$ cat src/hw/pvc_defs.svh
// constants for the phy vendor configuration register block
// Functional notes
// bit 15 one bypasses 4B5B encoder and 5B4B decoder together.
// bit 14 one bypasses transmit scrambler and receive descrambler.
// bit 13 one bypasses descrambling, alignment, decoding, encoding and scrambling; it does not set bypass_code_conversion.
// bit 12 one forces the signal detector active; debug only.
// software writes zero to reserved bits 11 and 6.
// bit 10 selects twisted pair when one, fiber when zero; resets to one.
// bit 7 one forces a good 100 Mbit link status.
// bit 5 drives the collision indicator only in test mode.
// bit 4 resets to one and permits automatic reduced power down.
// writing one to bit 3 resets all phy state machines.
// bit 3 clears itself once the triggered reset has finished.
// bit 2 resets to one and enables management preamble suppression.
// writing one to bit 1 puts the phy to sleep except clocking.
// waking from sleep restores configuration and resets state machines.
// bit 0 one loops received data back out on transmit.
// reads return every writable bit; reserved bit 9 reads zero.
`ifndef PVC_DEFS_SVH
`define PVC_DEFS_SVH
`define PVC_ADDR_CFG 12'h010
`define PVC_ADDR_STAT 12'h014
`define PVC_RESET_VAL 16'h0414
`define PVC_WR_MASK 16'hfdff
`define PVC_BIT_BP_CODE 15
`define PVC_BIT_BYPASS_SCRAMBLING 14
`define PVC_BIT_BP_SYM 13
`define PVC_BIT_FORCE_SD 12
`define PVC_BIT_RSV11 11
`define PVC_BIT_MEDIA 10
`define PVC_BIT_RSV9 9
`define PVC_BIT_FORCE_LINK 7
`define PVC_BIT_RSV6 6
`define PVC_BIT_COL 5
`define PVC_BIT_AUTO_LP 4
`define PVC_BIT_FSM_RST 3
`define PVC_BIT_PRE_SKIP 2
`define PVC_BIT_SLEEP 1
`define PVC_BIT_LOOP 0
`define PVC_RST_NS 80
`define PVC_CLK_NS 20
`define PVC_RST_CYC ((`PVC_RST_NS + `PVC_CLK_NS - 1) / `PVC_CLK_NS)
`define PVC_CNT_W 3
`endif

$ cat src/hw/pvc_pkg.sv
// types for the phy vendor configuration register block
package pvc_pkg;
    typedef enum logic [1:0] {
        PVC_RUN = 2'b00,
        PVC_RESET = 2'b01,
        PVC_SLEEP = 2'b10
    } pvc_state_e;
    typedef logic [15:0] pvc_word_t;
endpackage

$ cat src/hw/pvc_pulse_timer.sv
// fixed-length pulse generator used for the state machine reset
`timescale 1ns/1ps
`default_nettype none
`include "pvc_defs.svh"
module pvc_pulse_timer (
    input wire logic pclk,
    input wire logic presetn,
    input wire logic ce,
    input wire logic start,
    output logic busy,
    output logic done
);
    logic [`PVC_CNT_W-1:0] cnt;
    wire last_cnt = (cnt == `PVC_CNT_W'(1));
    // count down from start, pulse done on the last count
    always_ff @(posedge pclk or negedge presetn) begin
        if (!presetn) begin
            cnt <= '0;
        end else if (ce) begin
            if (start) begin
                cnt <= `PVC_CNT_W'(`PVC_RST_CYC);
            end else if (cnt != '0) begin
                cnt <= cnt - `PVC_CNT_W'(1);
            end
        end
    end
    assign busy = (cnt != '0);
    assign done = ce && last_cnt && !start;
endmodule // pvc_pulse_timer
`default_nettype wire

$ cat src/hw/pvc_config_reg.sv
// phy vendor configuration register with apb slave and control outputs
`timescale 1ns/1ps
`default_nettype none
`include "pvc_defs.svh"
module pvc_config_reg (
    input wire logic pclk,
    input wire logic presetn,
    input wire logic ce,
    input wire logic psel,
    input wire logic penable,
    input wire logic pwrite,
    input wire logic [11:0] paddr,
    input wire logic [31:0] pwdata,
    input wire logic [3:0] pstrb,
    output logic [31:0] prdata,
    output logic pready,
    output logic pslverr,
    input wire logic test_mode,
    input wire logic raw_signal_detect,
    input wire logic raw_link_100,
    input wire logic auto_low_power_req,
    output logic bypass_code_conversion,
    output logic bypass_scrambling,
    output logic bypass_symbol_path,
    output logic signal_detector,
    output logic media_twisted_pair,
    output logic link_100_good,
    output logic collision_indicator,
    output logic low_power_active,
    output logic phy_fsm_reset,
    output logic preamble_skip_ctl,
    output logic sleep_active,
    output logic remote_loopback
);
    pvc_pkg::pvc_word_t cfg;
    pvc_pkg::pvc_word_t next_cfg;
    pvc_pkg::pvc_word_t saved_cfg;
    pvc_pkg::pvc_state_e state;
    pvc_pkg::pvc_state_e next_state;
    logic [31:0] next_prdata;
    logic tmr_busy;
    logic tmr_done;

    // apb decode
    wire acc = psel && penable && ce;
    wire hit_cfg = (paddr == `PVC_ADDR_CFG);
    wire hit_stat = (paddr == `PVC_ADDR_STAT);
    wire hit = hit_cfg || hit_stat;
    wire wr_cfg = acc && pwrite && hit_cfg;
    wire [15:0] lane_mask = {{8{pstrb[1]}}, {8{pstrb[0]}}};
    wire [15:0] wr_mask = lane_mask & `PVC_WR_MASK;
    wire [15:0] wdata = pwdata[15:0];
    wire fsm_start_wr = wr_cfg && pstrb[0] && wdata[`PVC_BIT_FSM_RST];
    wire sleep_set = wr_cfg && pstrb[0] && wdata[`PVC_BIT_SLEEP];
    wire wake = wr_cfg && pstrb[0] && !wdata[`PVC_BIT_SLEEP] && (state == pvc_pkg::PVC_SLEEP);
    wire tmr_start = fsm_start_wr || wake;
    wire [15:0] stat_word = {13'h0000, low_power_active, sleep_active, tmr_busy};

    // reset pulse length
    pvc_pulse_timer u_timer (
        .pclk(pclk),
        .presetn(presetn),
        .ce(ce),
        .start(tmr_start),
        .busy(tmr_busy),
        .done(tmr_done)
    );

    // register update: byte-lane write, self clearing reset bit, wake restore
    always_comb begin
        next_cfg = cfg;
        if (wake) begin
            // restore saved config
            next_cfg = saved_cfg;
            next_cfg[`PVC_BIT_SLEEP] = 1'b0;
            next_cfg[`PVC_BIT_FSM_RST] = 1'b1;
        end else if (wr_cfg) begin
            next_cfg = (cfg & ~wr_mask) | (wdata & wr_mask);
        end
        // self clear when done
        if (tmr_done && !fsm_start_wr) begin
            next_cfg[`PVC_BIT_FSM_RST] = 1'b0;
        end
        // reserved bit reads zero
        next_cfg[`PVC_BIT_RSV9] = 1'b0;
    end

    // control state sequencing
    always_comb begin
        next_state = state;
        case (state)
            pvc_pkg::PVC_RUN: begin
                if (sleep_set) begin
                    next_state = pvc_pkg::PVC_SLEEP;
                end else if (fsm_start_wr) begin
                    next_state = pvc_pkg::PVC_RESET;
                end
            end
            pvc_pkg::PVC_RESET: begin
                if (sleep_set) begin
                    next_state = pvc_pkg::PVC_SLEEP;
                end else if (tmr_done) begin
                    next_state = pvc_pkg::PVC_RUN;
                end
            end
            pvc_pkg::PVC_SLEEP: begin
                if (wake) begin
                    next_state = pvc_pkg::PVC_RESET;
                end
            end
            default: begin
                next_state = pvc_pkg::PVC_RUN;
            end
        endcase
    end

    // apb read data
    always_comb begin
        next_prdata = 32'h0000_0000;
        if (hit_cfg) begin
            next_prdata = {16'h0000, cfg};
        end else if (hit_stat) begin
            next_prdata = {16'h0000, stat_word};
        end
    end

    // register flops
    always_ff @(posedge pclk or negedge presetn) begin
        if (!presetn) begin
            cfg <= `PVC_RESET_VAL;
            state <= pvc_pkg::PVC_RUN;
        end else if (ce) begin
            cfg <= next_cfg;
            state <= next_state;
        end
    end

    // configuration snapshot on sleep entry
    always_ff @(posedge pclk or negedge presetn) begin
        if (!presetn) begin
            saved_cfg <= `PVC_RESET_VAL;
        end else if (ce && sleep_set && state != pvc_pkg::PVC_SLEEP) begin
            saved_cfg <= cfg;
        end
    end

    // read data flop
    always_ff @(posedge pclk or negedge presetn) begin
        if (!presetn) begin
            prdata <= 32'h0000_0000;
        end else if (ce && psel && !penable && !pwrite) begin
            prdata <= next_prdata;
        end
    end

    // zero wait state answer, error on unmapped address
    assign pready = 1'b1;
    assign pslverr = psel && penable && !hit;

    // code conversion bypass
    assign bypass_code_conversion = cfg[`PVC_BIT_BP_CODE];
    // scrambler bypass
    assign bypass_scrambling = cfg[`PVC_BIT_BYPASS_SCRAMBLING] || cfg[`PVC_BIT_BP_SYM];
    // symbol path bypass
    assign bypass_symbol_path = cfg[`PVC_BIT_BP_SYM];
    // forced signal detect
    assign signal_detector = raw_signal_detect || cfg[`PVC_BIT_FORCE_SD];
    // media select
    assign media_twisted_pair = cfg[`PVC_BIT_MEDIA];
    // forced good link
    assign link_100_good = raw_link_100 || cfg[`PVC_BIT_FORCE_LINK];
    // collision indicator test gating
    assign collision_indicator = test_mode && cfg[`PVC_BIT_COL];
    // automatic low power gating
    assign low_power_active = auto_low_power_req && cfg[`PVC_BIT_AUTO_LP] && !sleep_active;
    // state machine reset
    assign phy_fsm_reset = (state == pvc_pkg::PVC_RESET) || sleep_active;
    // preamble suppression
    assign preamble_skip_ctl = cfg[`PVC_BIT_PRE_SKIP];
    // sleep state
    assign sleep_active = (state == pvc_pkg::PVC_SLEEP);
    // remote loopback
    assign remote_loopback = cfg[`PVC_BIT_LOOP];
endmodule // pvc_config_reg
`default_nettype wire

$ cat config.mk
export PLATFORM = sky130hd
export DESIGN_NAME = pvc_config_reg
export DESIGN_NICKNAME = d
export VERILOG_FILES = /design/src/hw/pvc_pkg.sv /design/src/hw/pvc_pulse_timer.sv /design/src/hw/pvc_config_reg.sv
export VERILOG_INCLUDE_DIRS = /design/src /design/src/hw
export SDC_FILE = /design/constraint.sdc
export NUM_CORES = 1
export LEC_CHECK = 0
export CAP_MARGIN = 20
export CORE_MARGIN = 1.5
export CORE_UTILIZATION = 40
export CTS_BUF_LIST = sky130_fd_sc_hd__clkbuf_8
export CTS_CLUSTER_DIAMETER = 150
export DETAILED_ROUTE_END_ITERATION = 8
export DONT_BUFFER_PORTS = 1
export GPL_ROUTABILITY_DRIVEN = 0
export PLACE_DENSITY = 0.51
export SLEW_MARGIN = 10
export SYNTH_ARGS = -nofsm -noshare
export SYNTH_HDL_FRONTEND = slang
export SYNTH_SLANG_ARGS = --single-unit
$ cat constraint.sdc
create_clock -name pclk -period 4.05 [get_ports pclk]
set_clock_uncertainty 0.15 [all_clocks]
set_input_delay 0.2025 -clock pclk [delete_from_list [all_inputs] [get_ports pclk]]
set_output_delay 0.2025 -clock pclk [all_outputs]
set_load 0.01 [all_outputs]
After elaboration in Yosys (flattened, before gate mapping)

Index checks and enable logic that the tools add are counted.

Multipliers: 0
Mux-type cells: 13
Bitwise gates (word level): 4
$add $sub $neg: 1
Div/mod/pow operators: 0
Reduce and logical (&&, ||, !) cells: 43
Order comparisons: 0
Shift operators: 0
Equal/unequal tests: 9

Operators with widths:

| kind                | count |
|---|---|
| $mux 16             | 3 |
| $and 16x16->16      | 2 |
| $eq 12x5->1 const B | 2 |
| $logic_and 1x1->1   | 21 |
| $not 16->16         | 1 |
| $or 16x16->16       | 1 |
| $mux 2              | 5 |
| $mux 3              | 3 |
| $logic_not 1->1     | 7 |
| $logic_or 1x1->1    | 6 |
| $ne 3x3->1 const B  | 2 |
| $pmux 2 s3          | 1 |
| $reduce_and 2->1    | 3 |
| $reduce_bool 3->1   | 2 |
| $reduce_and 4->1    | 1 |
| $reduce_bool 2->1   | 2 |
| $eq 3x1->1 const B  | 1 |
| $sub 3x1->3 const B | 1 |
| $eq 2x1->1 const B  | 1 |
| $eq 2x2->1 const B  | 1 |
| $logic_not 2->1     | 1 |
| $ne 2x1->1 const B  | 1 |
| $ne 2x2->1 const B  | 1 |
| $mux 1              | 1 |

RAM bits: 0
Latch bits: 0
Bits in read-only memories: 0
Register bits after elaboration: 67
Logic and storage cells: 76
Memories: 0
Input bits: 58

Depth between registers and ports, before layout

Depth in word-level cells: 13
Mapped depth: 8

Cells and area by module

Synthesis repeated with hierarchy kept, for this count alone.

Cells, all modules: 228
Area total of the unflattened synthesis: 2587.5 µm²

Modules (own cells, without submodules):

| module          | instances | cells an instance | sequential area each (µm²) | area each (µm²) |
|---|---|---|---|---|
| pvc_config_reg  | 1         | 209               | 1133.6                     | 2389.8 |
| pvc_pulse_timer | 1         | 19                | 75.1                       | 197.7 |

Worst setup path after synthesis

Ideal clock, no wire load.

Kind: input port to flip-flop
Start: input paddr[9]
End: register state[0]
Data arrival time: 2127 ps
Setup time: 128 ps
Stages on the path: 5
Data required time: 3772 ps
Path slack: 1645 ps
Cell sequence: or4_4 or4_4 o31a_1 a311oi_2 mux2_1

Word-level cells in the longest chain between the ends: 10
Elaborated cells between the ends (all ways): 17

Ends and longest elaborated chain:

| what                              | RTL line                                                         | RTL |
|---|---|---|
| start, declared                   | pvc_config_reg.sv:12                                             | `input wire logic [11:0] paddr,` |
| $eq 12x5->1 (no source line) (*)  | n/a                                                              |  |
| $logic_and 1x1->1 (*)             | pvc_config_reg.sv:49                                             | `wire wr_cfg = acc && pwrite && hit_cfg;` |
| $logic_and 1x1->1 (*)             | pvc_config_reg.sv:53, pvc_config_reg.sv:54, pvc_config_reg.sv:55 |  |
| $logic_and 1x1->1 (2 in series)   | pvc_config_reg.sv:55                                             | `` wire wake = wr_cfg && pstrb[0] && !wdata[`PVC_BIT_SLEEP] && (state == pvc_pkg::PVC_SLEEP); `` |
| $logic_or 1x1->1                  | pvc_config_reg.sv:56                                             | `wire tmr_start = fsm_start_wr \|\| wake;` |
| $logic_not 1->1                   | pvc_pulse_timer.sv:28                                            | `assign done = ce && last_cnt && !start;` |
| $logic_and 1x1->1                 | pvc_pulse_timer.sv:28                                            |  |
| $ne 3x3->1 (no source line)       | n/a                                                              |  |
| $reduce_and 4->1 (no source line) | n/a                                                              |  |
| end signal, assigned              | pvc_config_reg.sv:131                                            | `state <= pvc_pkg::PVC_RUN;` |
| end signal, assigned              | pvc_config_reg.sv:134                                            | `state <= next_state;` |
| end, declared                     | pvc_config_reg.sv:38                                             | `pvc_pkg::pvc_state_e state;` |

Every way passes the cells marked *; elsewhere a longest branch is shown, timed or not.
A chain may end at the register's enable or synchronous reset.

==> flow_results.org <==
** Clock tree
- Post-cts resize count :: 0
- After clock tree synthesis, the clock-pin slew on the worst setup and hold paths is around 0.090 ns.
- In this run the deepest clock path goes through 2 buffers.
- CTS built an H-tree with a depth of 2.
- TritonCTS clock tree :: yes
- Total clock sinks :: 48
- Buffers inserted during clock tree synthesis total 5.
- The later pin in the worst-skew pair is clocked with a latency of ~0.3 ns.
- The root buffer cell chosen for the clock tree is clkbuf_8.

** Pwr
- Cell internal power was estimated by the tool at approximately 0.7 mW.
- Switching fraction of total power :: a little over a quarter
- Maximum resistive drop on vdd :: 0.164 mV
- The analysis attributes to net switching a power of around 0.27 mW.
- The clock network accounts for a little under a third of the total power.
- Sequential cells account for around 53% of the total power.
- Leakage power :: ~1.4 nW
- For this design the ratio of total power to cell area is roughly 350 nW/um2.
- The share of total power dissipated in combinational logic is 16.3%.

** Drt
- Iter 0 DRT Violations :: 70
- Final WL :: between 5000 and 6000 um
- After detailed routing, the number of remaining DRC violations is 0.
- Vias :: around 1800
- Post-detailed-route count of antenna-violating nets :: 0
- DR vias/cell :: approximately 5
- After detailed routing, the average wire length per cell comes to approximately 15 um.
- The first TritonRoute pass finished after 4 iterations.

** Placed design
- The count of buffers added on input and output ports is 0.
- In this run the cell area measured after placement is about 2600 um2.
- Detailed placement finished with a half-perimeter wire length of around 3700 um.

** Floorplanning
- The floorplan step defined a die boundary enclosing ~7000 um2.
- IO Count :: about 100
- Effective utilization at floorplan :: approximately two fifths
- Number of standard-cell rows in the floorplan :: 29
- Core Box Area :: roughly 6300 um2
- Vertical die dimension :: 83.2 um
- Chip Width :: around 83 um

** Cells and area
- Finished Cell Area :: 2790 um2
- Cells with a size suffix above 1 make up between 10% and 20% of the layout.
- At the end of the flow, the number of nets in the layout was roughly 330.
- Area growth from synthesis to final layout :: 8.31%
- 0 antenna diodes ended up in the layout.

** Yosys
- Primary flip-flop cell chosen by synthesis mapping :: dfrtp_1
- The synthesized design contains 48 register bits.
- Sequential cell area fraction in the yosys report :: around 47%
- Async SR Flop Fraction :: 100%
- Number of flops mapped to enable cells by yosys :: 0
- Library cells used by synthesis :: between 40 and 50
- Counting every instance in the synthesized netlist gives around 260.
- Summed instance area of the synthesized netlist :: around 2600 um2
- Average cell area after synthesis :: approximately 10 um2
- Yosys warns :: 0

** Global route
- GRT Total Usage :: around 16%
- The first global-routing pass estimated roughly 8900 um of wire.
- Entering global routing, the biggest net connects ~50 pins.
- Summed over all layers, the global routing overflow is 0.
- The number of antenna violations at the first check in global routing came to 0.
- Via count of the first global-routing pass :: between 1500 and 2000

** STA
- For the pin with the worst max-slew slack, the measured transition is about 0.73 ns.
- The final critical path takes up 61.7% of the cycle.
- The routed design could run at a clock period as short as 2.50 ns.
- Setup total negative slack on the finished layout was measured at 0 ns.
- The final hold violation count is 0.
- Worst relative slew slack :: 51.2%
- Setup repair after global routing left no endpoint under its margin.
- Setup violations remaining at the end of the flow were counted as 0.
- The final number of max-transition violations is 0.
- Timing would allow up to around 400 MHz.

** Min path
- The tightest min-delay check is of the in2reg type.
- In this run the most critical hold path is launched from ce.

** Outcome
- The run finished with clean final reports.

** Worst setup path
- STA puts the critical path data required time at a little over 4 ns.
- Of all nets on the critical path, the largest fanout is 14.
- The critical path is of the reg2reg type.
- Startpoint of the lowest-slack register-to-register path :: state[0]
- The worst setup path is captured at a flop.
- At the worst endpoint, the arrival time is 2.54 ns.
- CP startpoint kind :: flop
- Critical Path Start :: state[0]

** Flow run
- Across the run, the number of max-cap violations was 0.
cell usage in the layout, fill, tap and decap left out, drive strengths merged, types with 3 or more instances in the layout:
| cell | netlist | routed |
|---|---|---|
| clkbuf | 5 | 6 |
| mux2i | 13 | 13 |
| dfstp | 6 | 6 |
| dlygate4sd3 | 0 | 10 |
| inv | 13 | 14 |
| dfrtp | 42 | 42 |
| conb | 2 | 18 |
| nor2 | 10 | 10 |
| a22oi | 3 | 3 |
| nand3 | 18 | 18 |
| nand2 | 51 | 51 |
| nor3 | 3 | 3 |
| buf | 22 | 3 |
| nor4 | 3 | 3 |
| o21ai | 10 | 10 |
| mux2 | 22 | 22 |
| ha | 7 | 7 |
| or2 | 4 | 4 |
worst paths after layout:
kind,endpoint,slack (ns),cells past startpoint
worst max-delay path,flop,1.55,7
worst min-delay path,cfg[3],0.02,3
worst max register to register,flop,1.55,7
worst min register to register,flop,0.34,2
max in group asynchronous,async pin,3.21,2
min in group asynchronous,prdata[7],0.27,2
cell families (layout without fill, tap and decap cells):
| family | after synthesis | in the layout | synth area share (%) |
|---|---|---|---|
| AOI/OAI and AO/OA | 20 | 20 | 5.34 |
| xor gates and xnor gates | 2 | 2 | 0.680 |
| adders and majority gates | 7 | 7 | 3.40 |
| buffers and inverters | 40 | 34 | 8.84 |
| DFF | 48 | 48 | 46.9 |
| muxes | 35 | 35 | 14.7 |
| other | 2 | 18 | 0.292 |
| and+or+nand+nor | 104 | 104 | 19.8 |
area by class of cell:
| type | count | area (um2) |
|---|---|---|
| clock buffers | 6 | 82.6 |
| clock inverters | 2 | 11.3 |
| fillers | 629 | 3490 |
| inverters | 13 | 48.8 |
| multi-input cells | 186 | 1200 |
| flip-flops and latches | 48 | 1210 |
| well taps | 77 | 96.3 |
| repair buffers | 13 | 143 |
per-stage QoR:
stage | power [mW] | utilization, % | setup WS (ns) | instances | hold WS [ns]
floorplan | 0.658 | - | 1.65 | 274 | -0.243
global placement | 0.665 | 40.9 | 1.25 | 326 | -0.242
detailed placement | 0.666 | 40.9 | 1.25 | 326 | -0.242
CTS | 0.988 | 44.4 | 1.52 | 345 | 0.0101
global route | 1.04 | 44.4 | 1.37 | 345 | 0.0615
finish | 0.973 | 44.4 | 1.55 | 345 | 0.0248
power groups by stage:
stage | Sequential, mW | Clock (mW) | Combinational (mW)
floorplan | 0.522 | 0 | 0.136
global placement | 0.526 | 0 | 0.140
detailed placement | 0.525 | 0 | 0.140
CTS | 0.517 | 0.309 | 0.162
global route | 0.520 | 0.331 | 0.187
finish | 0.516 | 0.298 | 0.159
worst max-delay path: stages (launching register included):
cell     delay [ns]
dfrtp_1        0.43
inv_1          0.10
ha_1           0.37
nor2b_1        0.22
nand3_1        0.09
buf_4          0.23
a21oi_2        0.41
mux2_2         0.39
synthesized netlist by cell type (all sizes together), types with 3 or more instances:
library cell | n | area, um2
clkbuf | 5 | 18.8
nand3 | 18 | 90.1
inv | 13 | 48.8
mux2i | 13 | 130
buf | 22 | 160
or2 | 4 | 25.0
nand2 | 51 | 191
nor3 | 3 | 15.0
nor4 | 3 | 33.8
ha | 7 | 87.6
a22oi | 3 | 22.5
nor2 | 10 | 37.5
dfrtp | 42 | 1050
mux2 | 22 | 248
dfstp | 6 | 158
o21ai | 10 | 50.0
routing by layer:
| layer | up-vias | wire length (um) | global-route usage, % | share of wire [%] |
|---|---|---|---|---|
| met2 | 50 | 2620 | 27.0 | 49 |
| met3 | 6 | 301 | 5.07 | 5.7 |
| met5 | - | 0 | 0 | 0 |
| li1 | 856 | - | - | - |
| met4 | 0 | 63 | 4.55 | 1.2 |
| met1 | 852 | 2320 | 20.8 | 44 |
repair_timing:
item / 4_1_cts / 5_1_grt
hold buffers: 11 / 0
endpoints found under the hold margin: 58 / 0
buffers inserted: 0 / 0
Note: power is estimated with default switching activity, not from simulation.
